### src/pkg/boot_seq_pkg.sv
// Functional notes
// RULE_01 - while reset is held, every state goes to its reset value; the strap synchronizers keep following the pins
// RULE_02 - on reset release, run the boot mode and configuration that were selected
// RULE_03 - host boot keeps the core stalled while the rest of the device runs
// RULE_04 - host may set up any memory or register through the host port
// RULE_05 - host ends the boot by setting the host-to-core interrupt bit
// RULE_06 - that bit in host boot ends the stall; core starts at address 0
// RULE_07 - an interrupt raised while the core is stalled is not passed on
// RULE_08 - the bit releases the stall only in host boot mode
// RULE_09 - host may write and read all memory during host boot
// RULE_10 - core must clear the bit; until then no new interrupt is taken
// RULE_11 - external boot copies 1 KB from chip-enable space one to address 0
// RULE_12 - ROM bytes are packed four at a time into 32-bit words
// RULE_13 - ROM image is stored in the system's configured byte order
// RULE_14 - copy runs as one block transfer with no core involvement
// RULE_15 - end of the copy releases the stall; core starts at address 0
// RULE_16 - no-boot mode runs from address 0 at once, no stall, no copy
// RULE_17 - in no-boot mode the system must place valid code at address 0
// RULE_18 - the two-bit mode select is sampled once at reset release
// RULE_19 - stall holds from reset to its release and never returns before reset
package boot_seq_pkg;

  typedef enum logic [1:0] {
    MODE_HOST,
    MODE_EXT_MEM,
    MODE_NONE
  } boot_mode_t;

  typedef enum logic [2:0] {
    ST_SAMPLE,
    ST_HOST_WAIT,
    ST_COPY,
    ST_RUN
  } seq_state_t;

  // default strap encodings, overridable at the top level
  localparam logic [1:0] SEL_NONE_DEF = 2'h0;
  localparam logic [1:0] SEL_HOST_DEF = 2'h1;
  localparam logic [1:0] SEL_EXT_DEF = 2'h2;

  localparam logic [10:0] IMAGE_BYTES = 11'h400;
  localparam logic [31:0] ROM_BASE = 32'h9000_0000;
  localparam logic [31:0] INT_BASE = 32'h0000_0000;
  localparam logic [31:0] BOOT_PC = 32'h0000_0000;
  localparam logic [31:0] WORD_STEP = 32'h0000_0004;
  localparam logic [1:0] LAST_LANE = 2'h3;

  typedef struct packed {
    logic valid;
    logic [31:0] addr;
  } rom_req_t;

  typedef struct packed {
    logic valid;
    logic [31:0] addr;
    logic [31:0] data;
  } mem_wr_t;

  typedef struct packed {
    logic [31:0] word;
    logic [1:0] lane;
    logic valid;
  } packer_state_t;

  typedef struct packed {
    logic [1:0] sel_meta;
    logic [1:0] sel_sync;
    logic end_meta;
    logic end_sync;
    seq_state_t state;
    boot_mode_t mode;
    logic big_endian;
    logic stall;
    logic periph;
    logic host_mem;
    logic flag;
    logic core_int;
    logic rom_timing;
    logic done;
    logic wr_pend;
    logic [10:0] byte_cnt;
    rom_req_t rom;
    mem_wr_t mem;
    logic [31:0] pc;
  } seq_state_s_t;

endpackage : boot_seq_pkg

### src/rtl/byte_packer.sv
module byte_packer
  import boot_seq_pkg::*;
(
  input wire logic clk_i, // device clock
  input wire logic reset_i, // synchronous reset
  input wire logic byte_valid_i, // one ROM byte accepted
  input wire logic [7:0] byte_i, // ROM byte
  input wire logic big_endian_i, // system byte order
  output logic word_valid_o, // one-cycle word pulse
  output logic [31:0] word_o // assembled word
);

  packer_state_t q_ff;
  packer_state_t nxt_q;

  always_comb begin
    nxt_q = q_ff;
    nxt_q.valid = 1'b0;
    if (byte_valid_i) begin
      // first byte lands at the far end, so order follows the straps
      if (big_endian_i) begin // RULE_13
        nxt_q.word = {q_ff.word[23:0], byte_i};
      end else begin
        nxt_q.word = {byte_i, q_ff.word[31:8]};
      end
      nxt_q.lane = q_ff.lane + 2'h1;
      nxt_q.valid = (q_ff.lane == LAST_LANE); // RULE_12
    end
    if (reset_i) begin
      nxt_q = '0;
    end
  end

  always_ff @(posedge clk_i) begin
    q_ff <= nxt_q;
  end

  assign word_valid_o = q_ff.valid;
  assign word_o = q_ff.word;

endmodule : byte_packer

### src/rtl/boot_mode_sequencer.sv
module boot_mode_sequencer
  import boot_seq_pkg::*;
#(
  parameter logic [1:0] SEL_HOST = SEL_HOST_DEF,
  parameter logic [1:0] SEL_EXT = SEL_EXT_DEF,
  parameter logic [1:0] SEL_NONE = SEL_NONE_DEF
) (
  input wire logic clk_i, // device clock, 25 MHz
  input wire logic reset_i, // synchronous reset, active high
  input wire logic [1:0] boot_sel_i, // boot mode strap pins
  input wire logic big_endian_i, // byte order strap pin
  input wire logic host_ctl_wr_i, // host writes host_port_control
  input wire logic host_int_bit_i, // written host_to_core_interrupt value
  input wire logic core_int_clr_i, // core clears the interrupt bit
  input wire logic rom_rd_valid_i, // ROM byte returned
  input wire logic [7:0] rom_rd_data_i, // ROM byte data
  input wire logic mem_wr_ready_i, // internal memory takes the word
  output logic core_stall_o, // core held stalled
  output logic [31:0] core_start_pc_o, // fetch address after release
  output logic periph_release_o, // rest of device running
  output logic host_mem_en_o, // host may read and write all memory
  output logic host_to_core_interrupt_o, // interrupt bit state
  output logic core_int_o, // interrupt pulse to core
  output logic rom_timing_default_o, // memory interface uses default ROM timing
  output rom_req_t rom_req_o, // ROM byte read request
  output mem_wr_t mem_wr_o, // internal memory word write
  output boot_mode_t boot_mode_o, // decoded boot mode
  output logic boot_done_o // boot finished, core running
);

  seq_state_s_t q_ff;
  seq_state_s_t nxt_q;
  logic pk_valid;
  logic [31:0] pk_word;
  logic byte_take;
  logic host_set;
  logic host_accept;

  assign byte_take = q_ff.rom.valid && rom_rd_valid_i;
  assign host_set = host_ctl_wr_i && host_int_bit_i;
  assign host_accept = host_set && !q_ff.flag; // RULE_10

  byte_packer u_packer (
    .clk_i(clk_i),
    .reset_i(reset_i),
    .byte_valid_i(byte_take),
    .byte_i(rom_rd_data_i),
    .big_endian_i(q_ff.big_endian),
    .word_valid_o(pk_valid),
    .word_o(pk_word)
  );

  always_comb begin
    nxt_q = q_ff;
    // straps follow the pins even in reset so they are settled at release
    nxt_q.sel_meta = boot_sel_i;
    nxt_q.sel_sync = q_ff.sel_meta;
    nxt_q.end_meta = big_endian_i;
    nxt_q.end_sync = q_ff.end_meta;
    nxt_q.core_int = 1'b0;
    // set wins over clear; a set while the bit is up is not accepted
    nxt_q.flag = host_set || (q_ff.flag && !core_int_clr_i); // RULE_10
    nxt_q.core_int = host_accept && !q_ff.stall; // RULE_07

    case (q_ff.state)
      ST_SAMPLE: begin
        nxt_q.big_endian = q_ff.end_sync; // RULE_02
        nxt_q.periph = 1'b1; // RULE_03
        if (q_ff.sel_sync == SEL_EXT) begin // RULE_18
          nxt_q.mode = MODE_EXT_MEM;
          nxt_q.rom_timing = 1'b1; // RULE_11
          nxt_q.state = ST_COPY;
        end else if (q_ff.sel_sync == SEL_NONE) begin
          nxt_q.mode = MODE_NONE;
          nxt_q.stall = 1'b0; // RULE_16
          nxt_q.done = 1'b1;
          nxt_q.state = ST_RUN;
        end else begin
          // unknown codes fall back to host boot: the core stays safely held
          nxt_q.mode = MODE_HOST;
          nxt_q.host_mem = 1'b1; // RULE_09
          nxt_q.state = ST_HOST_WAIT;
        end
      end
      ST_HOST_WAIT: begin
        // a set that landed in the sample cycle must still end the stall
        if (host_accept || q_ff.flag) begin // RULE_06
          nxt_q.stall = 1'b0;
          nxt_q.done = 1'b1;
          nxt_q.state = ST_RUN;
        end
      end
      ST_COPY: begin // RULE_08
        // host writes are ignored here; only the copy ends the stall
        if (byte_take) begin // RULE_14
          nxt_q.rom.valid = 1'b0;
          nxt_q.byte_cnt = q_ff.byte_cnt + 11'h1;
          nxt_q.wr_pend = (q_ff.byte_cnt[1:0] == LAST_LANE);
        end else if (!q_ff.rom.valid && !q_ff.wr_pend && q_ff.byte_cnt != IMAGE_BYTES) begin
          nxt_q.rom.valid = 1'b1; // RULE_11
          nxt_q.rom.addr = ROM_BASE + {21'h0, q_ff.byte_cnt};
        end
        if (pk_valid) begin // RULE_12
          nxt_q.mem.valid = 1'b1;
          nxt_q.mem.data = pk_word;
        end
        if (q_ff.mem.valid && mem_wr_ready_i) begin
          nxt_q.mem.valid = 1'b0;
          nxt_q.mem.addr = q_ff.mem.addr + WORD_STEP;
          nxt_q.wr_pend = 1'b0;
        end
        if (q_ff.byte_cnt == IMAGE_BYTES && !q_ff.wr_pend) begin // RULE_15
          nxt_q.stall = 1'b0;
          nxt_q.rom_timing = 1'b0;
          nxt_q.done = 1'b1;
          nxt_q.state = ST_RUN;
        end
      end
      ST_RUN: begin
        nxt_q.stall = 1'b0; // RULE_19
      end
      default: begin
        nxt_q.state = ST_RUN;
      end
    endcase

    if (reset_i) begin // RULE_01
      nxt_q.state = ST_SAMPLE;
      nxt_q.mode = MODE_HOST;
      nxt_q.big_endian = 1'b0;
      nxt_q.stall = 1'b1; // RULE_19
      nxt_q.periph = 1'b0;
      nxt_q.host_mem = 1'b0;
      nxt_q.flag = 1'b0;
      nxt_q.core_int = 1'b0;
      nxt_q.rom_timing = 1'b0;
      nxt_q.done = 1'b0;
      nxt_q.wr_pend = 1'b0;
      nxt_q.byte_cnt = '0;
      nxt_q.rom = '0;
      nxt_q.mem = '0;
      nxt_q.mem.addr = INT_BASE;
      nxt_q.pc = BOOT_PC;
    end
  end

  always_ff @(posedge clk_i) begin
    q_ff <= nxt_q;
  end

  assign core_stall_o = q_ff.stall;
  assign core_start_pc_o = q_ff.pc;
  assign periph_release_o = q_ff.periph;
  assign host_mem_en_o = q_ff.host_mem;
  assign host_to_core_interrupt_o = q_ff.flag;
  assign core_int_o = q_ff.core_int;
  assign rom_timing_default_o = q_ff.rom_timing;
  assign rom_req_o = q_ff.rom;
  assign mem_wr_o = q_ff.mem;
  assign boot_mode_o = q_ff.mode;
  assign boot_done_o = q_ff.done;

  // checks

  property p_reset_state;
    @(posedge clk_i)
    reset_i |=> core_stall_o && !periph_release_o && !core_int_o && !mem_wr_o.valid
      && !host_to_core_interrupt_o;
  endproperty
  a_reset_state: assert property (p_reset_state) // RULE_01
    else $error("state not at reset value during reset");

  property p_periph_release;
    @(posedge clk_i) disable iff (reset_i)
    $fell(reset_i) |=> periph_release_o;
  endproperty
  a_periph_release: assert property (p_periph_release) // RULE_03
    else $error("rest of device not released after reset");

  property p_no_boot_run;
    @(posedge clk_i) disable iff (reset_i)
    ($fell(reset_i) && q_ff.sel_sync == SEL_NONE) |=> !core_stall_o && core_start_pc_o == BOOT_PC
      && boot_mode_o == MODE_NONE;
  endproperty
  a_no_boot_run: assert property (p_no_boot_run) // RULE_16
    else $error("no-boot mode did not run at once");

  property p_host_release;
    @(posedge clk_i) disable iff (reset_i)
    (q_ff.state == ST_HOST_WAIT && host_set && !host_to_core_interrupt_o)
      |=> !core_stall_o && boot_done_o && core_start_pc_o == BOOT_PC;
  endproperty
  a_host_release: assert property (p_host_release) // RULE_06
    else $error("host interrupt bit did not end the stall");

  property p_no_int_stalled;
    @(posedge clk_i) disable iff (reset_i)
    core_int_o |-> !$past(core_stall_o);
  endproperty
  a_no_int_stalled: assert property (p_no_int_stalled) // RULE_07
    else $error("interrupt passed to a stalled core");

  property p_copy_ignores_host;
    @(posedge clk_i) disable iff (reset_i)
    (q_ff.state == ST_COPY && q_ff.byte_cnt != IMAGE_BYTES && host_set) |=> core_stall_o;
  endproperty
  a_copy_ignores_host: assert property (p_copy_ignores_host) // RULE_08
    else $error("host interrupt released stall outside host boot");

  property p_host_mem;
    @(posedge clk_i) disable iff (reset_i)
    (q_ff.state == ST_HOST_WAIT) |-> host_mem_en_o && core_stall_o;
  endproperty
  a_host_mem: assert property (p_host_mem) // RULE_09
    else $error("host memory access not open during host boot");

  property p_flag_blocks;
    @(posedge clk_i) disable iff (reset_i)
    (host_to_core_interrupt_o && host_set) |=> host_to_core_interrupt_o && !core_int_o;
  endproperty
  a_flag_blocks: assert property (p_flag_blocks) // RULE_10
    else $error("interrupt accepted while bit still set");

  property p_rom_addr;
    @(posedge clk_i) disable iff (reset_i)
    rom_req_o.valid |-> rom_timing_default_o && core_stall_o
      && rom_req_o.addr == ROM_BASE + {21'h0, q_ff.byte_cnt};
  endproperty
  a_rom_addr: assert property (p_rom_addr) // RULE_11
    else $error("ROM read outside the boot image");

  property p_word_hold;
    @(posedge clk_i) disable iff (reset_i)
    (mem_wr_o.valid && !mem_wr_ready_i) |=> mem_wr_o.valid && $stable(mem_wr_o.data)
      && $stable(mem_wr_o.addr);
  endproperty
  a_word_hold: assert property (p_word_hold) // RULE_12
    else $error("packed word dropped before it was taken");

  property p_copy_complete;
    @(posedge clk_i) disable iff (reset_i)
    ($fell(core_stall_o) && boot_mode_o == MODE_EXT_MEM) |-> q_ff.byte_cnt == IMAGE_BYTES
      && mem_wr_o.addr == INT_BASE + {21'h0, IMAGE_BYTES};
  endproperty
  a_copy_complete: assert property (p_copy_complete) // RULE_15
    else $error("stall released before the image was copied");

  property p_never_restall;
    @(posedge clk_i) disable iff (reset_i)
    !core_stall_o |=> !core_stall_o;
  endproperty
  a_never_restall: assert property (p_never_restall) // RULE_19
    else $error("core stall reasserted without reset");

  property p_mode_held;
    @(posedge clk_i) disable iff (reset_i)
    (q_ff.state != ST_SAMPLE) |=> $stable(boot_mode_o) && $stable(q_ff.big_endian);
  endproperty
  a_mode_held: assert property (p_mode_held) // RULE_18
    else $error("boot mode changed after it was sampled");

  property p_early_release;
    @(posedge clk_i) disable iff (reset_i)
    (q_ff.state == ST_HOST_WAIT && host_to_core_interrupt_o) |=> !core_stall_o;
  endproperty
  a_early_release: assert property (p_early_release) // RULE_06
    else $error("bit set before host wait did not end the stall");

  property p_rom_timing;
    @(posedge clk_i) disable iff (reset_i)
    rom_timing_default_o |-> boot_mode_o == MODE_EXT_MEM && core_stall_o;
  endproperty
  a_rom_timing: assert property (p_rom_timing) // RULE_11
    else $error("default ROM timing outside the boot copy");

  property p_no_read_pending;
    @(posedge clk_i) disable iff (reset_i)
    mem_wr_o.valid |-> !rom_req_o.valid;
  endproperty
  a_no_read_pending: assert property (p_no_read_pending) // RULE_12
    else $error("ROM read issued while a packed word waits");

  property p_word_range;
    @(posedge clk_i) disable iff (reset_i)
    mem_wr_o.valid |-> mem_wr_o.addr[1:0] == 2'h0
      && mem_wr_o.addr < INT_BASE + {21'h0, IMAGE_BYTES};
  endproperty
  a_word_range: assert property (p_word_range) // RULE_11
    else $error("word written outside the boot image area");

  property p_done_running;
    @(posedge clk_i) disable iff (reset_i)
    boot_done_o |-> !core_stall_o;
  endproperty
  a_done_running: assert property (p_done_running) // RULE_19
    else $error("boot finished but core still stalled");

  c_host_boot: cover property (@(posedge clk_i) disable iff (reset_i)
    boot_mode_o == MODE_HOST && $fell(core_stall_o));
  c_copy_boot: cover property (@(posedge clk_i) disable iff (reset_i)
    boot_mode_o == MODE_EXT_MEM && $fell(core_stall_o));
  c_no_boot: cover property (@(posedge clk_i) disable iff (reset_i)
    boot_mode_o == MODE_NONE && boot_done_o);
  c_core_int: cover property (@(posedge clk_i) disable iff (reset_i) core_int_o);
  c_early_set: cover property (@(posedge clk_i) disable iff (reset_i)
    q_ff.state == ST_HOST_WAIT && host_to_core_interrupt_o);

endmodule : boot_mode_sequencer

### config.mk
export PLATFORM = sky130hd
export DESIGN_NAME = boot_mode_sequencer
export DESIGN_NICKNAME = d
export VERILOG_FILES = /design/src/pkg/boot_seq_pkg.sv /design/src/rtl/byte_packer.sv /design/src/rtl/boot_mode_sequencer.sv
export SDC_FILE = /design/constraint.sdc
export NUM_CORES = 1
export LEC_CHECK = 0
export ABC_AREA = 1
export ABC_CLOCK_PERIOD_IN_PS = 2300
export BUFFER_PORTS_ARGS = -buffer_cell sky130_fd_sc_hd__buf_2
export CAP_MARGIN = 0
export CORE_MARGIN = 2
export CORE_UTILIZATION = 38
export DETAILED_ROUTE_END_ITERATION = 6
export HOLD_SLACK_MARGIN = 0.06
export PLACE_DENSITY = 0.56
export SLEW_MARGIN = 20
export SYNTH_ARGS = -nofsm -noshare
export SYNTH_HDL_FRONTEND = slang
export SYNTH_HIERARCHICAL = 1
export SYNTH_SLANG_ARGS = --single-unit
### constraint.sdc
create_clock -name clk_i -period 2.3 [get_ports clk_i]
set_input_delay 0.345 -clock clk_i [delete_from_list [all_inputs] [get_ports clk_i]]
set_output_delay 0.345 -clock clk_i [all_outputs]
set_load 0.01 [all_outputs]
* Yosys cells after proc, flatten, opt, wreduce, memory -nomap -nowiden
Index checks and enable logic that the tools add are counted.
Word-level totals: input bits 18, register bits after elaboration 164, logic and storage cells 106
Cells by class: mux-type cells 24, reductions and logical operators 37, equal/unequal tests 13, bitwise operators 4, add/sub/neg operators 4
Operators by type and width (count):
- two-way mux 33 bit | 2
- adder 32 x 11 -> 32 bit, first input constant | 1
- adder 32 x 3 -> 32 bit, second input constant | 1
- two-way mux 32 bit | 1
- two-way mux 12 bit | 1
- one-hot mux 3 bit (4 select lines) | 1
- AND reduction 2 bit | 6
- AND reduction 3 bit | 4
- adder 11 x 1 -> 11 bit, second input constant | 1
- equality test 11 bit, second input constant | 1
- two-way mux 1 bit | 11
- inequality test 11 bit, second input constant | 1
- inequality test 2 bit, second input constant | 5
- AND reduction 5 bit | 2
- logical AND 1 bit | 9
- nonzero test 2 bit | 4
- equality test 2 bit, second input constant | 3
- equality test 3 x 2 -> 1 bit, second input constant | 2
- two-way mux 3 bit | 2
- zero test 1 bit | 5
- two-way mux 5 bit | 1
- two-way mux 4 bit | 1
- inverter 1 bit | 4
- one-hot mux 1 bit (4 select lines) | 1
- other kinds (11) | 12

* Longest topological paths before layout
Gate-level depths: netlist of the first run.
depth after elaboration 5, depth in mapped cells 10, mapped depth without buffers 10

* Hierarchy
Netlist of the first run, hierarchy kept.
Modules (own cells, without submodules):
- boot_mode_sequencer | sequential area each 2122.0 µm², area an instance 5436.5 µm², cells each 735, times used 1
- byte_packer | sequential area each 700.7 µm², area an instance 1988.2 µm², cells each 319, times used 1

* Worst setup path after synthesis of the first run
Ideal clock, no wire load.
kind reg-to-reg, start point reg q_ff (netlist bit mem_wr_o[34]), end point reg q_ff (netlist bit mem_wr_o[60]), stages on the path, launching flop included 11, arrival 1259 ps, required time 2190 ps, slack 931 ps, path buffers 0, period minus slack after synthesis 1369 ps, cells stage by stage dfxtp_1 -> ha_1 -> inv_1 -> nor2_1 -> nand2_1 -> nor2_8 -> nand2_2 -> nor2_1 -> nand2_1 -> nand2_1 -> nor2_1
On the way: cells in the longest elaborated chain, start to end 1
RTL lines:
- start, declared | line boot_mode_sequencer.sv:31 | seq_state_s_t q_ff;
- start signal, assigned | line boot_mode_sequencer.sv:148 | q_ff <= nxt_q;
- adder 32 x 3 -> 32 bit | line boot_mode_sequencer.sv:109 | nxt_q.mem.addr = q_ff.mem.addr + WORD_STEP;
No other way between the ends. A chain may end at the register's enable or synchronous reset.

* Worst setup path after layout of the first run
start point reg q_ff[130] (netlist name), end point reg q_ff (netlist bit rom_req_o[28])
On the way: cells in the longest elaborated chain, start to end 3, elaborated cells between the ends (all ways) 4, those cells by class add/sub: 1; eq/ne: 1; reduce/logical: 2
RTL lines:
- branches (longest 3 deep; another with adder 32 x 11 -> 32 bit)
Parallel ways; which one is timed is not known.

==> results of run 1 <==
[routing by layer]
layer | up-vias | track usage (%) | part of all wire [%]
li1 | 3032 | - | -
met1 | 2581 | 19.8 | 46
met2 | 116 | 27.4 | 49
met3 | 13 | 3.80 | 4.2
met4 | 0 | 5.16 | 1.2
met5 | - | 0 | 0
[sequential cells by signal, indices dropped and copies added (netlist names), 2 cells and up]
signal and count:
rom_req_o 13, mem_wr_o 63, u_packer/q_ff 2, q_ff 18, nxt_q 3, u_packer/word_o 32, boot_mode_o 2
[stage by stage]
| stage | cells | hold WS (ps) | power (W) | setup WS [ps] |
|---|---|---|---|---|
| 2_1_floorplan | 1106 | 310 | 0.00315 | 931 |
| 3_3_place_gp | 1281 | 311 | 0.00313 | 550 |
| 3_5_place_dp | 1281 | 314 | 0.00313 | 493 |
| 4_1_cts | 1316 | 150 | 0.00601 | 480 |
| 5_1_grt | 1316 | 183 | 0.00620 | 226 |
| 6_report | 1316 | 166 | 0.00593 | 484 |
[synthesized netlist by cell type, types with 4 or more instances]
cell | instances | area (µm²)
nand2_1 | 248 | 931
buf_4 | 168 | 1260
nor2_1 | 144 | 541
dfxtp_1 | 141 | 2820
inv_1 | 96 | 360
a21oi_1 | 59 | 295
nand3_1 | 53 | 265
o21ai_0 | 30 | 150
nand4_1 | 16 | 100
clkbuf_1 | 15 | 56.3
buf_2 | 13 | 65.1
nor3_1 | 13 | 65.1
nor2_4 | 6 | 67.6
xor2_1 | 6 | 52.6
inv_2 | 5 | 18.8
ha_1 | 4 | 50.1
nand2_4 | 4 | 45.0
o21bai_1 | 4 | 30.0
[cell type report]
class                   instances  area (µm²)
repair buffers                113         626
multi-input cells             663        2990
well taps                     265         332
clock inverters                 9         135
clock buffers                  23         478
inverters                     102         383
fillers                      2092       11600
flip-flops and latches        141        2820
[path summary, 6_finish.rpt]
| check | endpoint | start | cells after the start | slack [ps] |
|---|---|---|---|---|
| max reg2reg | rom_req_o[28] | q_ff[130] | 9 | 480 |
| max | rom_req_o[28] | q_ff[130] | 9 | 480 |
| min | host_to_core_interrupt_o | core_int_clr_i | 4 | 170 |
| min reg2reg | q_ff[155] | nxt_q[155] | 0 | 330 |
[logic make-up (layout without fill, tap and decap cells)]
logic type / Yosys count / in the layout / share of synthesized area (%)
AND/OR/NAND/NOR: 501 / 501 / 29.3
adder cells (fa/ha/maj): 4 / 4 / 0.674
AO/OA/AOI/OAI: 98 / 98 / 6.89
flip-flops: 141 / 141 / 38.0
other: 1 / 53 / 0.0505
XOR/XNOR: 7 / 7 / 0.826
buffers and inverters: 302 / 247 / 24.3
[worst max-delay path: cells and delay by family (launching register included)]
| kind | cells | cell delay, ps |
|---|---|---|
| buffers and inverters | 2 | 270 |
| AND/OR/NAND/NOR | 6 | 910 |
| adder cells (fa/ha/maj) | 1 | 150 |
| flip-flops | 1 | 360 |
[power groups by stage]
stage                     logic [W]  clock network, W  registers, W
after floorplan            0.000508                 0       0.00264
after global placement     0.000467                 0       0.00266
final                      0.000475           0.00286       0.00260
after detailed placement   0.000472                 0       0.00266
after global routing       0.000550           0.00303       0.00262
after CTS                  0.000477           0.00293       0.00260
==> flow_metrics.tcl, run 1 <==
set metrics [dict create \
    outcome "finished, final reports clean" \
    post_drt_wl_per_cell_um 12.2 \
    cts_root_buf "clkbuf_16" \
    rsz0062_at_grt "no" \
    clkPwrFrac_pct 48.1 \
    clock_sinks 141 \
    cpPeakStageDelay_ps 360 \
    seq_area_frac_synth_pct 38.0 \
    fin_util_pct 40.2 \
    area_delta_synth_final_pct 4.65 \
    start_kind "flip-flop" \
    place_area_mm2 0.00713 \
    slowest_stage "dfxtp_1" \
    die_h_um 144 \
    ioPinCount 157 \
    placementRows 51 \
    layout-drive-gt1-share_pct 15.9 \
    gp_congestion 0.784 \
    grtUsageTotal_pct 16.0 \
    cap_violations 0 \
    ir_drop_mv 0.516 \
    cts_buffers 17 \
    core_mm2 0.0193 \
    hold_path_class "in2reg" \
    cp_max_fo 13 \
    cts-htree-levels 4 \
    fin_worst_skew_ps 7.11 \
    clk_pin_slew_ps 60 \
    syn_inst 1054 \
    postCtsHoldBufs 3 \
    fin_setup_tns_ps 0 \
    layout_commonest_cell "nand2_1" \
    layout_common_cells "nand2_1 (248), nor2_1 (144), dfxtp_1 (141), buf_2 (102), inv_1 (95)" \
    grt_pass1_vias 5198 \
    clockBufferDepth 2 \
    finalCritPeriodShare_pct 79.0 \
    cts_tree "built" \
    overflow 0 \
    vias 5742 \
    die_area_mm2 0.0207 \
    setup_viol 0 \
    initial_utilization_pct 38.4 \
    avgSynthCellArea_um2 7.04 \
    hpwl_um 11200 \
    grt_pass1_wl_um 26000 \
    cp-end-kind "flip-flop" \
    yosys_warnings 6 \
    post-cts-setup-buffers 0 \
    final_antenna_net_count 0 \
    finalHoldViolations 0 \
    cpMostUsedCell "nand2_1" \
    nets 1060 \
    cp.arrival_ps 2110 \
    power_density_mw_per_mm2 764 \
    antenna_cells 0 \
    drt-vias-per-instance 4.36 \
    max_freq_ghz 0.551 \
    synth-edff-count 0 \
    async_flop_share_pct 0 \
    antenna_found_initial 0 \
    dieWidth_um 144 \
    post_cts_resized 0 \
    drt_first_pass_iters 5 \
    grt_max_degree 98 \
    power_switching_w 0.00146 \
    period_needed_ps 1820 \
    tightest_slew_ps 567 \
    drc 0 \
    p_seq_share_pct 43.9 \
    drt_wl_total_um 16000 \
    ys_seq_elements 141 \
    path_class "reg2reg" \
    p_leak_nw 3.61 \
    synthFlopType "dfxtp_1" \
    slew_viol_final 0 \
    synthDistinctLibCells 36 \
    switching_share_pct 24.5 \
    dr.first_iter.drc_count 267 \
    slew_headroom_pct 62.2 \
    design_area_mm2 0.00777 \
    power.internal_w 0.00448 \
    port_buffers 103 \
    cp.required_ps 2600 \
    syn_area_mm2 0.00742 \
    power_frac_comb_pct 8.0 \
    crit_chain "inv_1, ha_1, nand2_1, nor3_1, nand2_1, nand2_1, inv_2, nor2_1, nor2_1" \
    worstSkewPairLatency_ps 420 \
]
No activity file was read; power rests on OpenSTA's default activity.
==> inputs of run 2 (changes only) <==
--- a/config.mk
+++ b/config.mk
@@ -6,14 +6,14 @@
 export NUM_CORES = 1
 export LEC_CHECK = 0
 export ABC_AREA = 1
-export ABC_CLOCK_PERIOD_IN_PS = 2300
+export ABC_CLOCK_PERIOD_IN_PS = 1500
 export BUFFER_PORTS_ARGS = -buffer_cell sky130_fd_sc_hd__buf_2
 export CAP_MARGIN = 0
 export CORE_MARGIN = 2
 export CORE_UTILIZATION = 38
 export DETAILED_ROUTE_END_ITERATION = 6
 export HOLD_SLACK_MARGIN = 0.06
-export PLACE_DENSITY = 0.56
+export PLACE_DENSITY = 0.58
 export SLEW_MARGIN = 20
 export SYNTH_ARGS = -nofsm -noshare
 export SYNTH_HDL_FRONTEND = slang
==> constraint.sdc (replaced) <==
create_clock -name clk_i -period 1.5 [get_ports clk_i]
set_input_delay 0.225 -clock clk_i [delete_from_list [all_inputs] [get_ports clk_i]]
set_output_delay 0.225 -clock clk_i [all_outputs]
set_load 0.01 [all_outputs]
==> run 2 against run 1 <==
  * Sequential share of layout area fell by 2.1 points
  * Hold slack got worse by 67 ps
  * Design area rose by 6.6%
  * Power rose by 59%
  * First-iteration DRC count rose by 9.4%
  * Critical endpoint is now mem_wr_o[49]
  * Largest cell class unchanged
==> flow_metrics.tcl, run 2 (same netlist as run 1, synthesis figures left out) <==
set metrics [dict create \
    outcome "finished, final reports clean" \
    power_density_mw_per_mm2 1140 \
    largest_reg_flops 63 \
    layout_common_cells "nand2_1 (242), nor2_1 (140), dfxtp_1 (133), buf_2 (102), inv_1 (94)" \
    cp_max_fo 6 \
    grt_max_degree 37 \
    design_area_mm2 0.00828 \
    overflow 0 \
    drt_wl_total_um 16500 \
    grtUsageTotal_pct 16.2 \
    ioPinCount 157 \
    critical_path.top_delay_family "simple AND/OR/NAND/NOR gates" \
    p_leak_nw 3.89 \
    area_delta_synth_final_pct 11.6 \
    dieWidth_um 144 \
    ir_drop_mv 0.805 \
    place_area_mm2 0.00746 \
    power_w 0.00946 \
    cts-htree-levels 4 \
    path_class "reg2reg" \
    core_mm2 0.0193 \
    cp.arrival_ps 1700 \
    rsz0062_at_grt "yes" \
    drt-vias-per-instance 4.36 \
    fin_worst_skew_ps 14.6 \
    tightest_slew_ps 504 \
    cts_root_buf "clkbuf_16" \
    drt_first_pass_iters 4 \
    cpPeakStageDelay_ps 320 \
    clk_pin_slew_ps 60 \
    setup_viol 0 \
    path_buf_inv 0 \
    dp.cells 1319 \
    nets 1103 \
    layout-drive-gt1-share_pct 21.8 \
    fillCellCount 2015 \
    drc 0 \
    grt_pass1_wl_um 26200 \
    antenna_cells 0 \
    dr.first_iter.drc_count 292 \
    period_needed_ps 1400 \
    slowest_stage "dfxtp_1" \
    clockBufferDepth 2 \
    layout_commonest_cell "nand2_1" \
    slew_headroom_pct 66.3 \
    cap_violations 0 \
    cts_tree "built" \
    die_h_um 144 \
    post_drt_wl_per_cell_um 12.2 \
    final_antenna_net_count 0 \
    finalHoldViolations 0 \
    max_freq_ghz 0.714 \
    layout.cells.non_filler 1358 \
    crit_chain "nand2_1, nor2_8, nand3_2, nor2_4, nand2_1, xor2_1, nor2_1" \
    die_area_mm2 0.0207 \
    start_kind "flip-flop" \
    cp-end-kind "flip-flop" \
    cpMostUsedCell "nand2_1" \
    cts_buffers 17 \
    worstSkewPairLatency_ps 430 \
    finalCritPeriodShare_pct 93.3 \
    vias 5927 \
    hpwl_um 11900 \
    grt_pass1_vias 5317 \
    antenna_found_initial 0 \
    cp.required_ps 1800 \
    initial_utilization_pct 38.4 \
    placementRows 51 \
    gp_congestion 0.831 \
    port_buffers 103 \
    clock_sinks 141 \
    hold_path_class "in2reg" \
    slew_viol_final 0 \
]
## run 2: where the power goes
group / total, W / leakage (nW) / switching, W / internal (W)
logic: 0.000800 / 2.42 / 0.000512 / 0.000287
clock network: 0.00468 / 0.318 / 0.00161 / 0.00307
registers: 0.00399 / 1.15 / 0.000101 / 0.00389
total: 0.00946 / 3.89 / 0.00222 / 0.00724
## run 2: layout make-up
| class | instances | area [µm²] | share of cell area (%) |
|---|---|---|---|
| tap | 265 | 332 | 4.00 |
| clock inverter | 11 | 189 | 2.28 |
| inverter | 102 | 383 | 4.62 |
| sequential | 141 | 2830 | 34.2 |
| multi-input combinational | 663 | 3080 | 37.2 |
| clock buffer | 20 | 467 | 5.63 |
| timing repair buffer | 156 | 1000 | 12.1 |
## run 2: routing by layer
layer | share of wire, % | GRT usage, %
met3 | 4.9 | 4.07
met4 | 0.93 | 4.80
met1 | 44 | 19.5
met5 | 0 | 0
met2 | 51 | 28.4
## run 2: stage by stage
step | setup TNS, ps | hold slack, ps | worst slack, ps | util, %
after floorplan | 0 | 253 | 131 | -
after global placement | 0 | 312 | 44.3 | 38.6
after detailed placement | -2.76 | 316 | -2.76 | 38.6
after CTS | 0 | 87.6 | 8.34 | 42.2
after global routing | -41.2 | 95.8 | -15.6 | 42.8
final | 0 | 99.1 | 100 | 42.8
## run 2: timing repair
action / CTS / global route
setup buffers: 0 / 4
setup endpoints to repair: 5 / 32
resized for setup: 4 / 31
pin swaps: 1 / 11
hold buffers: 4 / 0
endpoints found under the hold margin: 4 / 0
## run 2: path summary, 6_finish.rpt
check | startpoint | endpoint | slack [ps] | cells past startpoint
setup / recovery | mem_wr_o[64] | mem_wr_o[49] | 100 | 7
hold / removal | rom_rd_data_i[2] | u_packer/word_o[26] | 100 | 5
setup reg to reg | mem_wr_o[64] | mem_wr_o[49] | 100 | 7
hold reg to reg | nxt_q[155] | q_ff[155] | 330 | 0
## run 2: worst reg2reg max path: stages (launching register included)
cell and delay, ps:
dfxtp_1 320, nand2_1 150, nor2_8 200, nand3_2 130
nor2_4 190, nand2_1 100, xor2_1 140, nor2_1 50
==> inputs of run 3 (changes only) <==
--- a/config.mk
+++ b/config.mk
@@ -6,14 +6,14 @@
 export NUM_CORES = 1
 export LEC_CHECK = 0
 export ABC_AREA = 1
-export ABC_CLOCK_PERIOD_IN_PS = 1500
+export ABC_CLOCK_PERIOD_IN_PS = 1800
 export BUFFER_PORTS_ARGS = -buffer_cell sky130_fd_sc_hd__buf_2
 export CAP_MARGIN = 0
 export CORE_MARGIN = 2
 export CORE_UTILIZATION = 38
 export DETAILED_ROUTE_END_ITERATION = 6
 export HOLD_SLACK_MARGIN = 0.06
-export PLACE_DENSITY = 0.58
+export PLACE_DENSITY = 0.56
 export SLEW_MARGIN = 20
 export SYNTH_ARGS = -nofsm -noshare
 export SYNTH_HDL_FRONTEND = slang
==> constraint.sdc (replaced) <==
create_clock -name clk_i -period 1.8 [get_ports clk_i]
set_input_delay 0.27 -clock clk_i [delete_from_list [all_inputs] [get_ports clk_i]]
set_output_delay 0.27 -clock clk_i [all_outputs]
set_load 0.01 [all_outputs]
==> run 3 against run 2 <==
  * Utilization shrank 2.3 points
  * Die area is the same
  * Sequential power shrank 17%
  * Design area shrank 5.3%
  * Sequential share of layout area grew 1.8 points
  * Critical path type unchanged
  * Setup slack gained 110 ps
==> flow_metrics.tcl, run 3 (same netlist as run 1, synthesis figures left out) <==
set metrics [dict create \
    outcome "finished, final reports clean" \
    slew_headroom_pct 65.1 \
    cpMostUsedCell "nor2_1" \
    worstHoldStart "core_int_clr_i" \
    tightest_slew_ps 522 \
    grt_use_met2_pct 27.1 \
    power_w 0.00753 \
    max_freq_ghz 0.630 \
    layout_common_cells "nand2_1 (247), nor2_1 (144), dfxtp_1 (141), buf_2 (102), inv_1 (95)" \
    clockBufferDepth 2 \
    drt-vias-per-instance 4.40 \
    ir_drop_mv 0.686 \
    clk_pin_slew_ps 60 \
    grt_util_met1_pct 20.2 \
    holdPathEnd "host_to_core_interrupt_o" \
    finalHoldViolations 0 \
    die_h_um 144 \
    drt_wl_total_um 16200 \
    place_area_mm2 0.00719 \
    antenna_cells 0 \
    cts_buffers 17 \
    dr.first_iter.drc_count 346 \
    drt_first_pass_iters 4 \
    cp-end-kind "flip-flop" \
    cpPeakStageDelay_ps 370 \
    placementRows 51 \
    gp_congestion 0.797 \
    power_density_mw_per_mm2 960 \
    ioPinCount 157 \
    timing.rr.start "mem_wr_o[34]" \
    setup_viol 0 \
    cap_violations 0 \
    grt_pass1_vias 5217 \
    worstSkewPairLatency_ps 420 \
    drc 0 \
    ff2ff_setup_slack_ps 210 \
    rsz0062_at_grt "no" \
    cts_root_buf "clkbuf_16" \
    layout_commonest_cell "nand2_1" \
    p_leak_nw 3.65 \
    period_needed_ps 1590 \
    setup_ws_ps 212 \
    core_mm2 0.0193 \
    layout-drive-gt1-share_pct 16.9 \
    slowest_stage "dfxtp_1" \
    cts-htree-levels 4 \
    busiest_layer "met2" \
    dpl_worst_slack_ps 154 \
    design_area_mm2 0.00785 \
    antenna_found_initial 0 \
    initial_utilization_pct 38.4 \
    fin_setup_tns_ps 0 \
    fin_worst_skew_ps 8.44 \
    finalCritPeriodShare_pct 88.2 \
    start_kind "flip-flop" \
    reg2reg_depth 8 \
    path_buf_inv 2 \
    vias 5830 \
    grt_pass1_wl_um 26100 \
    grtUsageTotal_pct 15.9 \
    nets 1070 \
    critical_path.top_delay_family "simple AND/OR/NAND/NOR gates" \
    timing.rr.end "mem_wr_o[46]" \
    holdPathStages 4 \
    overflow 0 \
    crit_chain "ha_1, inv_1, nor2_1, nand3_1, nor2_4, buf_4, xor2_1, nor2_1" \
    path_class "reg2reg" \
    clock_sinks 141 \
    post_drt_wl_per_cell_um 12.2 \
    hpwl_um 11600 \
    grt_max_degree 68 \
    cp.arrival_ps 1900 \
    port_buffers 103 \
    cts_tree "built" \
    cp_max_fo 5 \
    hold_path_class "in2reg" \
    cp.required_ps 2110 \
    final_antenna_net_count 0 \
    die_area_mm2 0.0207 \
    largest_reg_flops 63 \
    fin_util_pct 40.6 \
    slew_viol_final 0 \
    grt_util_met3_pct 3.37 \
    area_delta_synth_final_pct 5.68 \
    dieWidth_um 144 \
]
run 3: cell count changes in the layout (fill, tap and decap cells not counted), sizes merged:
cell         change
buf             -32
bufinv           -2
clkinv           +1
clkinvlp         +1
dlygate4sd3      -1
inv              +1
run 3: worst reg2reg max path, stage by stage, from the launching register on:
cell and delay [ps]:
dfxtp_1 370, ha_1 210, inv_1 70, nor2_1 180, nand3_1 150, nor2_4 190
buf_4 130, xor2_1 140, nor2_1 50
run 3: per-layer routing:
layer | up-vias | routed length, µm
met5 | - | 0
met4 | 0 | 178
met3 | 15 | 579
met2 | 87 | 8020
met1 | 2670 | 7390
li1 | 3058 | -
run 3: where the power goes:
group          internal, W  switching [W]
sequential         0.00324      0.0000863
combinational     0.000198       0.000418
clock              0.00219        0.00140
total              0.00563        0.00190
run 3: what timing repair did:
action / 4_1_cts / 5_1_grt
endpoints found under the hold margin: 3 / 0
gates resized for setup: 0 / 5
hold buffers: 3 / 0
endpoints found under the setup margin: 0 / 12
setup buffers: 0 / 1
run 3: how the worst max path moves through the flow:
stage                   endpoint  cells after the start         start  slack (ps)
floorplan           mem_wr_o[60]                     10  mem_wr_o[34]         430
global placement    rom_req_o[7]                      9     q_ff[130]         190
detailed placement  rom_req_o[7]                      9     q_ff[130]         150
CTS                 rom_req_o[7]                      9     q_ff[130]         100
global route        mem_wr_o[58]                      8  mem_wr_o[34]          20
finish              mem_wr_o[46]                      8  mem_wr_o[34]         210
run 3: final cells by class:
class	count	area, µm²
fill	2098	11500
multi-input combinational	663	3010
sequential	141	2820
timing repair buffer	123	701
clock buffer	20	437
inverter	102	383
tap	265	332
clock inverter	12	165
run 3: metrics by stage:
stage / std cells / hold WS (ps)
after floorplan: 1106 / 298
after global placement: 1290 / 311
after detailed placement: 1290 / 314
after CTS: 1325 / 78.7
after global routing: 1326 / 114
final: 1326 / 95.0
